File: config.mk
export PLATFORM = sky130hd
export DESIGN_NAME = lpc_protect
export DESIGN_NICKNAME = d
export VERILOG_FILES = /design/src/design/lpc_pkg.sv /design/src/design/lpc_tick_counter.sv /design/src/design/lpc_protect.sv
export SDC_FILE = /design/constraint.sdc
export NUM_CORES = 1
export LEC_CHECK = 0
export BUFFER_PORTS_ARGS = -buffer_cell sky130_fd_sc_hd__buf_4
export CAP_MARGIN = 20
export CORE_UTILIZATION = 54
export CTS_CLUSTER_SIZE = 30
export DETAILED_ROUTE_END_ITERATION = 16
export PLACE_DENSITY = 0.76
export SLEW_MARGIN = 20
export SYNTH_ARGS = -nofsm -noshare
export SYNTH_HDL_FRONTEND = slang
export SYNTH_SLANG_ARGS = --single-unit
File: constraint.sdc
create_clock -name clk -period 1.94 [get_ports clk]
set_clock_uncertainty 0.15 [all_clocks]
set_input_delay 0.097 -clock clk [delete_from_list [all_inputs] [get_ports clk]]
set_output_delay 0.097 -clock clk [all_outputs]
set_load 0.05 [all_outputs]
File: src/design/lpc_pkg.sv
package lpc_pkg;
  // ----------------------------------------
  // register map
  // ----------------------------------------
  localparam logic [4:0] LPC_CTRL_ADDR = 5'h17;
  localparam logic [4:0] LPC_STAT_ADDR = 5'h18;
  localparam logic [3:0] LPC_CTRL_RESET = 4'h0;
  localparam logic [2:0] LPC_STAT_RESET = 3'h0;
  localparam int LPC_FAST_BAUD_BIT = 0;
  localparam int LPC_DEBOUNCE_LSB = 1;
  localparam int LPC_WAKE_MODE_BIT = 3;
  localparam int LPC_WAKE_FLAG_BIT = 0;
  localparam int LPC_DTO_FLAG_BIT = 1;
  localparam int LPC_SHORT_FLAG_BIT = 2;
  // ----------------------------------------
  // timing
  // ----------------------------------------
  localparam logic [8:0] LPC_DEB_96 = 9'h060;
  localparam logic [8:0] LPC_DEB_128 = 9'h080;
  localparam logic [8:0] LPC_DEB_192 = 9'h0C0;
  localparam logic [8:0] LPC_DEB_255 = 9'h0FF;
  localparam logic [2:0] LPC_FAST_DIV_LAST = 3'h4;
  localparam int LPC_DTO_TIME_MS = 11;
  localparam int LPC_SLOW_OSC_KHZ = 32;
  localparam int LPC_FAST_OSC_KHZ = 1000;
  localparam int LPC_DTO_SLOW_TICKS = LPC_DTO_TIME_MS * LPC_SLOW_OSC_KHZ;
  localparam int LPC_DTO_FAST_TICKS = LPC_DTO_TIME_MS * LPC_FAST_OSC_KHZ;
  localparam int LPC_WAKE_SLOW_TICKS = 4;
  // ----------------------------------------
  // types
  // ----------------------------------------
  typedef struct packed {
    logic wake_mode;
    logic [1:0] debounce_sel;
    logic fast_baud;
  } lpc_ctrl_t;
  typedef struct packed {
    logic short_flag;
    logic dom_timeout_flag;
    logic bus_wake_flag;
  } lpc_stat_t;
  typedef enum logic [1:0] {
    LPC_W_IDLE = 2'b00,
    LPC_W_DOM = 2'b01,
    LPC_W_RISE = 2'b10
  } lpc_wake_t;
endpackage

File: src/design/lpc_tick_counter.sv
`timescale 1ns/10ps
module lpc_tick_counter
  import lpc_pkg::*;
#(
  parameter int W = 9
) (
  input wire logic clk,
  input wire logic rst_n,
  input wire logic active,
  input wire logic tick,
  input wire logic [W-1:0] limit,
  output logic expired
);
  logic [W-1:0] count;

  // ----------------------------------------
  // saturating tick count while active
  // ----------------------------------------
  always_ff @(posedge clk or negedge rst_n) begin
    if (!rst_n) begin
      count <= '0;
    end else if (!active) begin
      count <= '0;
    end else if (tick && count != {W{1'b1}}) begin
      count <= count + W'(1);
    end
  end

  always_ff @(posedge clk or negedge rst_n) begin
    if (!rst_n) begin
      expired <= 1'b0;
    end else begin
      expired <= active && (count > limit);
    end
  end
endmodule // lpc_tick_counter

File: src/design/lpc_protect.sv
`timescale 1ns/10ps
module lpc_protect
  import lpc_pkg::*;
#(
  parameter int DTO_SLOW_TICKS = LPC_DTO_SLOW_TICKS,
  parameter int DTO_FAST_TICKS = LPC_DTO_FAST_TICKS,
  parameter int WAKE_SLOW_TICKS = LPC_WAKE_SLOW_TICKS
) (
  input wire logic clk,
  input wire logic rst_n,
  input wire logic [4:0] reg_addr,
  input wire logic reg_wr,
  input wire logic reg_rd,
  input wire logic [7:0] reg_wdata,
  output logic [7:0] reg_rdata,
  input wire logic slow_osc,
  input wire logic fast_osc,
  input wire logic sleep_mode,
  input wire logic watchdog_wake,
  input wire logic tx_data,
  input wire logic tx_stage_dom,
  input wire logic tx_overcurrent,
  input wire logic bus_rx,
  output logic tx_enable,
  output logic tx_drive_dom,
  output logic fast_baud_en,
  output logic wake_request
);
  lpc_ctrl_t ctrl;
  lpc_stat_t stat;
  lpc_wake_t wake_state;
  lpc_wake_t next_wake_state;
  logic slow_prev;
  logic fast_prev;
  logic rx_prev;
  logic [2:0] fast_div;
  logic slow_tick;
  logic fast_tick;
  logic div_tick;
  logic short_active;
  logic short_exp;
  logic dto_slow_exp;
  logic dto_fast_exp;
  logic dto_event;
  logic wake_dom_exp;
  logic wake_event;
  logic ctrl_wr;
  logic stat_wr;
  logic [8:0] short_limit;

  assign ctrl_wr = reg_wr && reg_addr == LPC_CTRL_ADDR;
  assign stat_wr = reg_wr && reg_addr == LPC_STAT_ADDR;

  // ----------------------------------------
  // oscillator ticks and fast/5 divider
  // ----------------------------------------
  always_ff @(posedge clk or negedge rst_n) begin
    if (!rst_n) begin
      slow_prev <= 1'b0;
      fast_prev <= 1'b0;
      rx_prev <= 1'b1;
    end else begin
      slow_prev <= slow_osc;
      fast_prev <= fast_osc;
      rx_prev <= bus_rx;
    end
  end

  assign slow_tick = slow_osc && !slow_prev;
  assign fast_tick = fast_osc && !fast_prev;
  assign div_tick = fast_tick && fast_div == LPC_FAST_DIV_LAST;

  always_ff @(posedge clk or negedge rst_n) begin
    if (!rst_n) begin
      fast_div <= 3'h0;
    end else if (div_tick) begin
      fast_div <= 3'h0;
    end else if (fast_tick) begin
      fast_div <= fast_div + 3'h1;
    end
  end

  // ----------------------------------------
  // control register
  // ----------------------------------------
  always_ff @(posedge clk or negedge rst_n) begin
    if (!rst_n) begin
      ctrl <= LPC_CTRL_RESET;
    end else if (ctrl_wr) begin
      ctrl <= lpc_ctrl_t'(reg_wdata[3:0]);
    end
  end

  always_ff @(posedge clk or negedge rst_n) begin
    if (!rst_n) begin
      fast_baud_en <= 1'b0;
    end else begin
      fast_baud_en <= ctrl.fast_baud;
    end
  end

  // ----------------------------------------
  // short detection
  // ----------------------------------------
  always_comb begin
    case (ctrl.debounce_sel)
      2'b00: short_limit = LPC_DEB_96;
      2'b01: short_limit = LPC_DEB_128;
      2'b10: short_limit = LPC_DEB_192;
      default: short_limit = LPC_DEB_255;
    endcase
  end

  // driving dominant, bus recessive, current over limit
  assign short_active = tx_enable && tx_drive_dom && bus_rx
    && tx_overcurrent;

  lpc_tick_counter #(.W(9)) u_short (
    .clk(clk),
    .rst_n(rst_n),
    .active(short_active),
    .tick(div_tick),
    .limit(short_limit),
    .expired(short_exp)
  );

  // ----------------------------------------
  // dominant time-out, two oscillators
  // ----------------------------------------
  // no enable term: always watching own stage
  lpc_tick_counter #(.W(16)) u_dto_slow (
    .clk(clk),
    .rst_n(rst_n),
    .active(tx_stage_dom),
    .tick(slow_tick),
    .limit(16'(DTO_SLOW_TICKS)),
    .expired(dto_slow_exp)
  );

  lpc_tick_counter #(.W(16)) u_dto_fast (
    .clk(clk),
    .rst_n(rst_n),
    .active(tx_stage_dom),
    .tick(fast_tick),
    .limit(16'(DTO_FAST_TICKS)),
    .expired(dto_fast_exp)
  );

  assign dto_event = dto_slow_exp || dto_fast_exp;

  // ----------------------------------------
  // wake-up detection
  // ----------------------------------------
  lpc_tick_counter #(.W(16)) u_wake (
    .clk(clk),
    .rst_n(rst_n),
    .active(wake_state == LPC_W_DOM && !bus_rx),
    .tick(slow_tick),
    .limit(16'(WAKE_SLOW_TICKS)),
    .expired(wake_dom_exp)
  );

  always_comb begin
    next_wake_state = wake_state;
    wake_event = 1'b0;
    case (wake_state)
      LPC_W_IDLE: begin
        if (sleep_mode && rx_prev && !bus_rx) begin
          next_wake_state = LPC_W_DOM;
        end
      end
      LPC_W_DOM: begin
        if (!sleep_mode || bus_rx) begin
          next_wake_state = LPC_W_IDLE;
        end else if (wake_dom_exp && ctrl.wake_mode) begin
          next_wake_state = LPC_W_RISE;
        end else if (wake_dom_exp) begin
          next_wake_state = LPC_W_IDLE;
          wake_event = 1'b1;
        end
      end
      LPC_W_RISE: begin
        if (!sleep_mode) begin
          next_wake_state = LPC_W_IDLE;
        end else if (bus_rx) begin
          next_wake_state = LPC_W_IDLE;
          wake_event = 1'b1;
        end
      end
      default: next_wake_state = LPC_W_IDLE;
    endcase
  end

  always_ff @(posedge clk or negedge rst_n) begin
    if (!rst_n) begin
      wake_state <= LPC_W_IDLE;
    end else begin
      wake_state <= next_wake_state;
    end
  end

  always_ff @(posedge clk or negedge rst_n) begin
    if (!rst_n) begin
      wake_request <= 1'b0;
    end else begin
      wake_request <= wake_event;
    end
  end

  // ----------------------------------------
  // status flags, set beats clear
  // ----------------------------------------
  always_ff @(posedge clk or negedge rst_n) begin
    if (!rst_n) begin
      stat <= LPC_STAT_RESET;
    end else begin
      if (short_exp) begin
        stat.short_flag <= 1'b1;
      end else if (stat_wr && reg_wdata[LPC_SHORT_FLAG_BIT]) begin
        stat.short_flag <= 1'b0;
      end
      if (dto_event) begin
        stat.dom_timeout_flag <= 1'b1;
      end else if (stat_wr && reg_wdata[LPC_DTO_FLAG_BIT]) begin
        stat.dom_timeout_flag <= 1'b0;
      end
      // watchdog wake never touches this flag
      if (wake_event) begin
        stat.bus_wake_flag <= 1'b1;
      end else if (stat_wr && reg_wdata[LPC_WAKE_FLAG_BIT]) begin
        stat.bus_wake_flag <= 1'b0;
      end
    end
  end

  // ----------------------------------------
  // transmitter power and drive
  // ----------------------------------------
  always_ff @(posedge clk or negedge rst_n) begin
    if (!rst_n) begin
      tx_enable <= 1'b0;
      tx_drive_dom <= 1'b0;
    end else begin
      tx_enable <= !sleep_mode && !stat.short_flag
        && !stat.dom_timeout_flag && !short_exp && !dto_event;
      tx_drive_dom <= tx_enable && !tx_data && !short_exp && !dto_event;
    end
  end

  // ----------------------------------------
  // read data
  // ----------------------------------------
  always_ff @(posedge clk or negedge rst_n) begin
    if (!rst_n) begin
      reg_rdata <= 8'h00;
    end else if (reg_rd) begin
      case (reg_addr)
        LPC_CTRL_ADDR: reg_rdata <= {4'h0, ctrl};
        LPC_STAT_ADDR: reg_rdata <= {5'h00, stat};
        default: reg_rdata <= 8'h00;
      endcase
    end
  end

  // ----------------------------------------
  // checks
  // ----------------------------------------
  dto_flag_set_a: assert property (@(posedge clk) disable iff (!rst_n)
    dto_event |=> stat.dom_timeout_flag)
    else $error("time-out did not set flag");
  dto_own_only_a: assert property (@(posedge clk) disable iff (!rst_n)
    !tx_stage_dom |=> !dto_event)
    else $error("time-out without own dominance");
  short_flag_set_a: assert property (@(posedge clk) disable iff (!rst_n)
    short_exp |=> stat.short_flag ##1 !tx_enable)
    else $error("short did not set flag and disable");
  fault_holds_off_a: assert property (@(posedge clk) disable iff (!rst_n)
    stat.short_flag || stat.dom_timeout_flag |=> !tx_enable)
    else $error("transmitter on during fault");
  w1c_clear_a: assert property (@(posedge clk) disable iff (!rst_n)
    stat_wr && reg_wdata[LPC_SHORT_FLAG_BIT] && !short_exp
    |=> !stat.short_flag)
    else $error("write one did not clear");
  zero_keeps_a: assert property (@(posedge clk) disable iff (!rst_n)
    stat.bus_wake_flag && !(stat_wr && reg_wdata[LPC_WAKE_FLAG_BIT])
    |=> stat.bus_wake_flag)
    else $error("flag lost without write one");
  wdt_no_flag_a: assert property (@(posedge clk) disable iff (!rst_n)
    watchdog_wake && !wake_event && !stat.bus_wake_flag
    |=> !stat.bus_wake_flag)
    else $error("watchdog wake set bus flag");
  fast_baud_a: assert property (@(posedge clk) disable iff (!rst_n)
    ctrl_wr |=> ##1
    fast_baud_en == $past(reg_wdata[LPC_FAST_BAUD_BIT], 2))
    else $error("fast baud not following write");
  sleep_tx_off_a: assert property (@(posedge clk) disable iff (!rst_n)
    sleep_mode |=> !tx_enable ##1 !tx_drive_dom)
    else $error("transmitter powered in sleep");
  wake_mode_a: assert property (@(posedge clk) disable iff (!rst_n)
    wake_event && ctrl.wake_mode |-> wake_state == LPC_W_RISE
    && bus_rx)
    else $error("mode one wake without rising edge");
endmodule // lpc_protect

Word-level counts from Yosys, hierarchy flattened
Cells that the tools add are included.

word-level totals
  output and inout port bits = 12
  word-level logic and storage cells = 130
  input port bits = 25
  bits in registers = 88

cells by class
  add/subtract/negate cells = 5
  multiplexer cells = 31
  reduce and logical (&&, ||, !) cells = 48
  $lt $le $gt $ge = 4
  equal/unequal tests = 18

operators by type and width
  operator                 number
  $mux W16                 6
  $add A16 B1 Y16 const B  3
  $ne A16 B16 Y1 const B   3
  $logic_and A1 B1 Y1      30
  $pmux W8 S3              1
  $mux W9                  2
  $gt A16 B14 Y1 const B   1
  $gt A16 B3 Y1 const B    1
  $gt A16 B9 Y1 const B    1
  $mux W2                  6
  $mux W1                  11
  $eq A5 B5 Y1 const B     2
  $add A9 B1 Y9 const B    1
  $gt A9 B8 Y1             1
  $logic_not A1 Y1         9
  $ne A9 B9 Y1 const B     1
  $pmux W4 S2              1
  $reduce_bool A2 Y1       4
  $mux W3                  2
  $ne A2 B2 Y1 const B     3
  $pmux W2 S3              1
  $eq A2 B1 Y1 const B     2
  $eq A2 B2 Y1 const B     2
  $logic_not A2 Y1         2
  8 further kinds          10

Longest topological paths before layout
Gate-level depths: netlist of run 1.

  depth in word-level cells = 6
  depth in mapped cells = 8
  mapped depth without buffers = 7

Modules after synthesis
A second synthesis of run 1 with hierarchy kept.

unflattened totals
  cells, all modules = 653
  area total of the unflattened synthesis = 5999.5 µm²

by module, submodules not included
  module                              cells each  area an instance (µm²)  seq. area each (µm²)  instances
  lpc_tick_counter at u_dto_fast ...  157         1371.3                  425.4                 3
  lpc_protect                         108         1159.9                  576.8                 1
  lpc_tick_counter at u_short         74          725.7                   250.2                 1

Worst setup path before layout of run 1
No wires, ideal clock.

  kind = reg2reg
  start = register ctrl[1] in the netlist's numbering
  end = register u_short.expired
  period minus slack after synthesis = 2003 ps
  path buffers = 0
  cell stages (with the launch flop) = 8
  path slack = -63 ps
  arrival time = 1720 ps
  library setup time = 133 ps
  data required time = 1657 ps
  cells stage by stage = dfrtp_1 inv_1 ha_1 ha_1 a21o_1 a211o_1 a2111oi_0 nor2_1

on the way
  longest elaborated chain between the ends = 4
  elaborated cells on any way between the ends = 6
  those cells by class = order compare: 1; eq/ne: 2; mux: 1; reduce/logical: 2

RTL lines
  what                                        line                    RTL
  from (decl)                                 lpc_protect.sv:29       lpc_ctrl_t ctrl;
  from (signal assigned)                      lpc_protect.sv:90       ctrl <= lpc_ctrl_t'(reg_wdata[3:0]);
  $eq A2 B2 Y1, or another cell as far along  lpc_protect.sv:106      case (ctrl.debounce_sel)
  $pmux W8 S3 (*)                             lpc_protect.sv:106
  $gt A9 B8 Y1 (*)                            lpc_tick_counter.sv:33  expired <= active && (count > limit);
  $logic_and A1 B1 Y1 (*)                     lpc_tick_counter.sv:33
  to (signal assigned)                        lpc_tick_counter.sv:33
  to (decl)                                   lpc_tick_counter.sv:12  output logic expired

Every way passes the cells marked *; elsewhere a longest branch is shown, timed or not.
A chain may end at the register's enable or synchronous reset.

Final worst setup path of run 1
Ends and elaborated chain as after synthesis.

==> results of run 1 <==
power groups by stage:
stage | Clock [mW] | Sequential [mW] | Combinational (mW)
after floorplan | 0 | 1.95 | 0.304
after global placement | 0 | 1.91 | 0.528
after detailed placement | 0 | 1.92 | 0.559
after CTS | 1.16 | 1.88 | 0.588
after global routing | 1.23 | 1.90 | 0.694
final | 1.12 | 1.89 | 0.624
cells by family (layout without fill, tap and decap cells):
| logic type | after synthesis | in the layout | share of synthesized area |
|---|---|---|---|
| AOI/OAI and AO/OA | 117 | 117 | 0.161 |
| xor gates and xnor gates | 7 | 7 | 0.0128 |
| buffers and inverters | 48 | 139 | 0.0430 |
| adders and majority gates | 24 | 24 | 0.0625 |
| muxes | 16 | 16 | 0.0344 |
| other | 1 | 4 | 0.000781 |
| DFF | 84 | 84 | 0.438 |
| and+or+nand+nor | 207 | 207 | 0.248 |
layout make-up:
cell class / count / area [um^2]
clock buffers: 11 / 141
flip-flops and latches: 84 / 2100
well taps: 108 / 135
multi-input cells: 375 / 2640
inverters: 28 / 108
clock inverters: 4 / 26.3
repair buffers: 96 / 766
fillers: 660 / 2760
critical path: stages (launching register included):
cell and delay [ps]:
dfrtp_1 400, ha_2 230, inv_4 50, ha_1 290, and4_1 190, nor2b_1 150, a2111oi_4 300, nor2_1 60
per-layer routing:
layer / global-route usage / share of wire / vias to the layer above
met5: 0 / 0 / -
met4: 0.0760 / 0.016 / 0
met3: 0.0300 / 0.043 / 21
met2: 0.408 / 0.49 / 119
met1: 0.321 / 0.45 / 2089
li1: - / - / 2063
sequential cells by signal (all words and copies together), names as in the netlist, 2 cells and up:
register	flops
stat	3
fast_div	3
u_dto_fast.count	16
u_wake.count	16
reg_rdata	4
u_dto_slow.count	16
ctrl	4
wake_state	2
u_short.count	9
stage by stage:
| step | cells | TNS [ps] | instance area [um^2] |
|---|---|---|---|
| 2_1_floorplan | 507 | 0 | 4820 |
| 3_3_place_gp | 671 | -37.5 | 5440 |
| 3_5_place_dp | 671 | -110 | 5440 |
| 4_1_cts | 699 | -55.2 | 5750 |
| 5_1_grt | 706 | -125 | 5920 |
| 6_report | 706 | 0 | 5920 |
worst min-delay path by stage:
| stage | start | endpoint | slack (ps) | cells past startpoint |
|---|---|---|---|---|
| 2_1_floorplan | rst_n | ctrl[0] | -350 | 0 |
| 3_3_place_gp | rst_n | u_wake.count[13] | -40 | 1 |
| 3_5_place_dp | rst_n | u_wake.count[3] | -40 | 1 |
| 4_1_cts | tx_overcurrent | u_short.expired | 5 | 5 |
| 5_1_grt | tx_overcurrent | u_short.expired | 90 | 5 |
| 6_report | tx_overcurrent | u_short.expired | 30 | 5 |
layout by cell type, fill, tap and decap left out, drive strengths merged, types with 2 or more instances in the layout:
master	count
dfrtp	83
nand3	20
nor3	4
inv	27
nand2	54
nor4	13
a31oi	4
or4	16
nand4	16
a21oi	39
o211a	2
or3	9
o311a	2
nor2b	6
and4	7
mux2	4
and2	4
buf	83
o31ai	15
a21o	5
dlygate4sd3	13
and3	9
a22oi	3
ha	24
nand4b	4
clkinv	4
a2111o	3
o311ai	6
o41ai	5
nor3b	2
nand2b	8
clkbuf	11
xnor2	7
conb	4
a211o	2
and4b	5
o21ai	21
mux2i	12
nor2	25
a2111oi	2
repair_timing:
action                                 CTS  global route
resized for setup                        3            26
hold buffers                            13             0
pin swaps                                3             4
setup endpoints to repair                3            25
setup buffers                            0             7
endpoints found under the hold margin   88             0
==> qor.txt, run 1 <==
P_int = 2.59 mW
Minimum clock period after layout = 1930 ps
Final Util = 0.682
Depth of the most critical reg-to-reg path = 7
Initial Utilization = 0.553
Drt first-iter violations = 234
Die width = 96.3 um
RSZ-0062 raised after global routing = yes
Number of global-route vias before repair = 3890
Worst R2R Setup Slack = 6 ps
Area grow syn2layout = 23.2%
Cell Rows = 34
Synth top area cells = dfrtp_1 (43%), ha_1 (6.3%), nand2_1 (4.2%), a21oi_1 (4.1%), mux2i_1 (2.5%)
CTS tree = built
Logic pwr share = 0.172
Antenna Cells = 0
Library cells used by synthesis = 63
Post-layout power = 3.63 mW
Grt ovf = 0
Synthesized area = 4800 um^2
Share of the synthesized area in the top cell type = 0.432
First-pass DRT Iterations = 5
First-pass GRT wire length = 17500 um
Worst-path clk slew = 90 ps
Worst setup margin = 5.94 ps
Share of layout cells above drive strength 1 = 0.224
FF-to-FF Start = ctrl[1]
Buffers on Ports = 27
Worst skew pair latency = 350 ps
Die area = 9280 um^2
Clock sinks = 84
Root Buffer = clkbuf_8
Count leader, synth = dfrtp_1
Final Setup Violations = 0
Seq/Total Area, Yosys = 0.438
CP startpoint = ctrl[1]
Top post-synthesis cells by count = dfrtp_1 (83), nand2_1 (54), a21oi_1 (39)
Switching Share = 0.288
CP endpoint kind = register
Sequential fraction of design power = 0.519
Leak Pwr = 2.57 nW
CTS max path bufs = 2
Highest clock rate = 0.517 GHz
Die height = 96.3 um
Post-synthesis sequential element count = 84
Tcrit/Tclk final = 0.997
Routed Antenna Nets = 0
Hold crit path type = in -> reg
Ys Warns = 0
WL final = 11400 um
Place WS = -101 ps
Crit start category = register
Status = finished clean
DR vias/cell = 6.08
Largest net degree at the start of global routing = 40
WL/cell = 16.1 um
DR DRC count = 0
Ys flop type = dfrtp_1
Worst EP arrival = 2030 ps
IO Pins = 37
Max-slew violations = 0
CTS Buf Count = 9
Avg Cell Area, Syn = 9.53 um^2
Clock power share = 0.309
Synth async-reset ratio = 1.00
Synthesized netlist cell count = 504
Pwr Density = 614 nW/um^2
DR vias = 4292
Worst setup path category = reg -> reg
Fin. Hold Viols = 0
Crit path capture = u_short.expired
Max Cap Viol = 0
Total GRT Usage = 0.241
Post-DP HPWL = 7590 um
Sw power = 1.05 mW
WP data required = 2040 ps
Core footprint = 8680 um^2
Number of synthesized flops with an enable pin = 0
Dominant cell type by area after synthesis = dfrtp_1
Maximum VDD drop = 0.384 mV
Final hold slack = 33.2 ps
Critical R2R Capture = u_short.expired
Worst-path fanout max = 4
Placer Congestion = 0.831
Slew at the pin with the worst max-slew slack = 534 ps
Initial antenna violation count = 0
Slew HR = 0.644
H-tree Lvls = 3
Nets = 643
Note: power is estimated with default switching activity, not from simulation.
==> inputs of run 2 (changes only) <==
--- a/config.mk
+++ b/config.mk
@@ -10,7 +10,7 @@
 export CORE_UTILIZATION = 54
 export CTS_CLUSTER_SIZE = 30
 export DETAILED_ROUTE_END_ITERATION = 16
-export PLACE_DENSITY = 0.76
+export PLACE_DENSITY_LB_ADDON = 0.25
 export SLEW_MARGIN = 20
 export SYNTH_ARGS = -nofsm -noshare
 export SYNTH_HDL_FRONTEND = slang
==> run 2 against run 1 <==
Effect of this change: the run now ends with setup timing left; register-to-register slack lost 70 ps; routed wire length decreased by 4.1%; global-route usage about the same; sequential power barely moved; flip-flop and latch count unchanged; cell area fell by 0.38%.
==> qor.txt, run 2 (synthesis results as in run 1) <==
Initial antenna violation count = 0 (unchanged)
Final Setup Violations = 1 (+1)
Buffers on Ports = 27 (unchanged)
Final instance area = 5890 um^2 (-0.38%)
Die height = 96.3 um (unchanged)
Share of layout cells above drive strength 1 = 0.228 (+0.00373)
Post-DP HPWL = 7750 um (+2.0%)
Routed Antenna Nets = 0 (unchanged)
CTS max path bufs = 2 (unchanged)
Minimum clock period after layout = 2000 ps (+66.6 ps)
Worst skew pair latency = 370 ps (+20 ps)
WP data required = 2040 ps (about the same)
Number of global-route vias before repair = 3931 (+1.1%)
Initial Utilization = 0.553 (unchanged)
FF-to-FF Start = ctrl[1]
Clock sinks = 84 (unchanged)
Placed cell areas = 5420 um^2 (-0.28%)
Commonest non-fill, non-tap cell in the layout = buf_4
Critical R2R Capture = u_short.expired
RSZ-0062 raised after global routing = yes
Max-slew violations = 0 (unchanged)
Hold crit path type = in -> async
CP endpoint kind = register
Drt first-iter violations = 166 (-29%)
Die width = 96.3 um (unchanged)
Antenna Cells = 0 (unchanged)
Failing checks = setup timing
First-pass DRT Iterations = 4 (-1)
WL/cell = 15.5 um (-4.0%)
Fin. Hold Viols = 0 (unchanged)
Worst EP arrival = 2100 ps (+70 ps)
Highest clock rate = 0.500 GHz (-3.3%)
Pwr Density = 616 nW/um^2 (+0.30%)
First-pass GRT wire length = 17400 um (-1.0%)
Worst setup path category = reg -> reg
DR vias/cell = 5.97 (-1.8%)
DR DRC count = 0 (unchanged)
Placer Congestion = 0.860 (+3.5%)
Area grow syn2layout = 22.7%
WL final = 10900 um (-4.1%)
Top flop regs = u_dto_fast.count (16), u_dto_slow.count (16), u_wake.count (16)
CTS Buf Count = 9 (unchanged)
Most frequent cells in the layout = buf_4 (81), dfrtp_1 (80), nand2_1 (54)
Depth of the most critical reg-to-reg path = 7 (unchanged)
Leak Pwr = 2.57 nW (-0.26%)
Worst R2R Setup Slack = -60 ps (-70 ps)
Die area = 9280 um^2 (unchanged)
Fillers = 682 (+3.3%)
Multi-input logic area = 2620 um^2 (-0.62%)
Crit start category = register
Core footprint = 8680 um^2 (unchanged)
Max Cap Viol = 0 (unchanged)
CTS tree = built
IO Pins = 37 (unchanged)
Tcrit/Tclk final = 1.03 (+0.0343)
Status = finished with violations
Sequential Area = 2110 um^2 (+0.18%)
Maximum VDD drop = 0.417 mV (+8.6%)
Largest net degree at the start of global routing = 39 (-2.5%)
Grt ovf = 0 (unchanged)
DR vias = 4208 (-2.0%)
Root Buffer = clkbuf_8
Worst-path fanout max = 4 (unchanged)
Worst-path clk slew = 90 ps (about the same)
Nets = 642 (-0.16%)
Total GRT Usage = 0.241 (+0.000309)
H-tree Lvls = 3 (unchanged)
Worst setup margin = -60.7 ps (-66.6 ps)
Cell Rows = 34 (unchanged)
Setup_tns = -60.7 ps (-60.7 ps)
-- run 2: how the worst max path moves through the flow --
| stage | startpoint | to | slack [ps] | cells past startpoint |
|---|---|---|---|---|
| 4_1_cts | ctrl[2] | u_short.expired | -10 | 7 |
| 2_1_floorplan | ctrl[1] | u_short.expired | 2 | 7 |
| 3_3_place_gp | ctrl[1] | u_short.expired | -40 | 7 |
| 3_5_place_dp | ctrl[1] | u_short.expired | -140 | 7 |
| 5_1_grt | ctrl[1] | u_short.expired | -160 | 7 |
| 6_report | ctrl[1] | u_short.expired | -60 | 7 |
-- run 2: layer usage --
layer	GRT usage	share of wire	vias up	wire length, um
met5	0	0	-	0
met3	0.0348	0.030	17	330
met4	0.0993	0.017	0	185
met2	0.390	0.48	73	5240
li1	-	-	2056	-
met1	0.324	0.47	2062	5150
-- run 2: power by group --
group | internal (mW) | total, mW | switching [mW]
clock network | 0.492 | 1.13 | 0.642
logic | 0.265 | 0.608 | 0.343
registers | 1.82 | 1.89 | 0.0642
-- run 2: final cells by class --
class | count | area share
sequential | 84 | 0.357
clock inverter | 4 | 0.00446
multi-input combinational | 375 | 0.445
clock buffer | 11 | 0.0240
tap | 108 | 0.0229
timing repair buffer | 95 | 0.129
inverter | 28 | 0.0178
-- run 2: through the flow --
step                 util  std cells  hold WS (ps)  total power [mW]  setup WS [ps]
finish              0.679        705          39.7              3.63          -60.7
global route        0.679        705          71.1              3.79           -161
CTS                 0.665        699          12.7              3.65          -12.7
detailed placement  0.625        669          -116              2.47           -140
global placement    0.625        669          -122              2.43          -43.1
floorplan               -        507          -349              2.25           2.11
-- run 2: what timing repair did --
action | in CTS | in global routing
hold buffers | 13 | 0
cloned | 0 | 0
pin swaps | 6 | 8
hold endpoints to repair | 103 | 0
endpoints found under the setup margin | 3 | 30
setup buffers | 2 | 7
gates resized for setup | 6 | 23
-- run 2: critical path, cell delays in order, from the launching register on --
cell and delay (ps):
dfrtp_1 410, ha_2 210, inv_2 60, ha_1 290
and4_1 190, nor2b_1 130, a2111oi_2 350, nor2_1 80
==> inputs of run 3 (changes only) <==
--- a/config.mk
+++ b/config.mk
@@ -10,7 +10,9 @@
 export CORE_UTILIZATION = 54
 export CTS_CLUSTER_SIZE = 30
 export DETAILED_ROUTE_END_ITERATION = 16
+export MAX_ROUTING_LAYER = met4
 export PLACE_DENSITY_LB_ADDON = 0.25
+export REMOVE_ABC_BUFFERS = 1
 export SLEW_MARGIN = 20
 export SYNTH_ARGS = -nofsm -noshare
 export SYNTH_HDL_FRONTEND = slang
==> run 3 against run 2 <==
Effect of this change: the run now ends clean; cell area increased by 1.1%; first-iteration DRC count decreased by 1.2%; register-to-register slack improved by 70 ps; sequential share of layout area decreased by 0.40 points; setup slack improved by 66 ps.
==> qor.txt, run 3 (synthesis results as in run 1) <==
Status = finished clean
DR vias = 4266 (+1.4%)
# placed instances = 666 (-0.45%)
Clock sinks = 84 (unchanged)
Fillers = 656 (-3.8%)
Top flop regs = u_dto_fast.count (16), u_dto_slow.count (16), u_wake.count (16)
WP data required = 2030 ps (about the same)
Root Buffer = clkbuf_8
Worst setup path category = reg -> reg
Initial antenna violation count = 0 (unchanged)
Core footprint = 8680 um^2 (unchanged)
Worst-path clk slew = 90 ps (about the same)
CP endpoint kind = register
CTS tree = built
Antenna Cells = 0 (unchanged)
Minimum clock period after layout = 1930 ps (-65.9 ps)
Total GRT Usage = 0.256 (+0.0150)
Multi-input logic area = 2680 um^2 (+2.4%)
Crit start category = register
Final Setup Violations = 0 (-1)
Cell Rows = 34 (unchanged)
Grt ovf = 0 (unchanged)
Initial Utilization = 0.553 (unchanged)
Post-layout power = 3.86 mW (+6.2%)
Placer Congestion = 0.832 (-3.2%)
Routed Antenna Nets = 0 (unchanged)
CP cell instances = ha_4 -> inv_6 -> ha_4 -> and4_1 -> nor2b_1 -> a2111oi_4 -> nor2_1
Tcrit/Tclk final = 0.997 (-0.0340)
Fin. Hold Viols = 0 (unchanged)
Post-DP HPWL = 7650 um (-1.3%)
DR vias/cell = 6.10 (+2.2%)
Worst-path fanout max = 4 (unchanged)
Crit path buf inv count = 1 (unchanged)
Hold crit path type = in -> reg
Sequential Area = 2110 um^2 (about the same)
Slew HR = 0.644
Area grow syn2layout = 24.0%
First-pass GRT wire length = 18000 um (+3.5%)
Maximum VDD drop = 0.342 mV (-18%)
Share of layout cells above drive strength 1 = 0.228 (+0.000621)
CP max stage cell = dfrtp_2
Drt first-iter violations = 164 (-1.2%)
Number of global-route vias before repair = 3933 (+0.051%)
RSZ-0062 raised after global routing = yes
Most frequent cells in the layout = dfrtp_1 (81), buf_4 (75), nand2_1 (54)
Die height = 96.3 um (unchanged)
DR DRC count = 0 (unchanged)
Crit-path leading delay family = flip-flops
CP dominant cell by count = ha_4
CTS Buf Count = 9 (unchanged)
Max Cap Viol = 0 (unchanged)
Nets = 636 (-0.93%)
Pwr Density = 647 nW/um^2 (+5.1%)
Final instance area = 5960 um^2 (+1.1%)
Die area = 9280 um^2 (unchanged)
Die width = 96.3 um (unchanged)
Slew at the pin with the worst max-slew slack = 534 ps
Leak Pwr = 2.56 nW (-0.24%)
First-pass DRT Iterations = 4 (unchanged)
Commonest non-fill, non-tap cell in the layout = dfrtp_1
Crit path largest cell delay = 460 ps (+50 ps)
Worst EP arrival = 2030 ps (-70 ps)
WL final = 11100 um (+2.2%)
H-tree Lvls = 3 (unchanged)
Buffers on Ports = 27 (unchanged)
Largest net degree at the start of global routing = 42 (+7.7%)
Placed cell areas = 5390 um^2 (-0.53%)
CTS max path bufs = 2 (unchanged)
Max-slew violations = 0 (unchanged)
WL/cell = 15.9 um (+3.0%)
Highest clock rate = 0.517 GHz (+3.4%)
IO Pins = 37 (unchanged)
Layout Cells excl Fill = 699 (-0.85%)
Worst skew pair latency = 350 ps (-20 ps)
[run 3: per-layer routing]
layer | routed length, um | vias to the layer above | global-route usage | share of wire
met1 | 5050 | 2088 | 0.331 | 0.45
met2 | 5530 | 105 | 0.420 | 0.50
li1 | - | 2059 | - | -
met3 | 407 | 14 | 0.0324 | 0.037
met4 | 155 | 0 | 0.0821 | 0.014
met5 | 0 | - | - | 0
[run 3: layout make-up]
| cell class | count | share of cell area |
|---|---|---|
| clock inverters | 3 | 0.00735 |
| flip-flops and latches | 84 | 0.353 |
| repair buffers | 89 | 0.120 |
| multi-input cells | 375 | 0.451 |
| well taps | 108 | 0.0227 |
| inverters | 28 | 0.0185 |
| clock buffers | 12 | 0.0277 |
[run 3: repair_timing]
action / 4_1_cts / 5_1_grt
gates resized for setup: 15 / 25
setup endpoints to repair: 4 / 32
pin swaps: 9 / 4
hold buffers: 13 / 0
buffers inserted: 3 / 2
endpoints found under the hold margin: 89 / 0
[run 3: power by group]
part | total [mW] | switching (mW) | internal, mW | leakage [nW]
clock | 1.34 | 0.641 | 0.697 | 0.109
sequential | 1.89 | 0.0665 | 1.83 | 1.14
combinational | 0.626 | 0.353 | 0.272 | 1.31
[run 3: worst paths after layout]
path                                startpoint                  to  slack (ps)  cells past startpoint
worst max-delay path                   ctrl[1]     u_short.expired           5                      7
worst min-delay path            tx_overcurrent     u_short.expired          70                      5
min in group asynchronous                rst_n     u_wake.count[8]         120                      2
worst min register to register         ctrl[0]        fast_baud_en         260                      0
max in group asynchronous                rst_n  u_dto_fast.expired         960                      3
worst max register to register         ctrl[1]     u_short.expired           5                      7
[run 3: worst reg2reg max path: stages (launching register included)]
cell and delay, ps:
dfrtp_2 460, ha_4 190, inv_6 80, ha_4 200, and4_1 210, nor2b_1 150, a2111oi_4 320, nor2_1 70
[run 3: per-stage QoR]
stage / hold WS [ps] / util / setup WS (ps) / setup TNS, ps
global placement: -33.2 / 0.622 / -133 / -133
CTS: 20.3 / 0.674 / -0.791 / -0.791
floorplan: -349 / - / -255 / -1690
detailed placement: -26.5 / 0.622 / -213 / -242
finish: 67.9 / 0.686 / 5.25 / 0
global route: 85.7 / 0.686 / -61.3 / -125
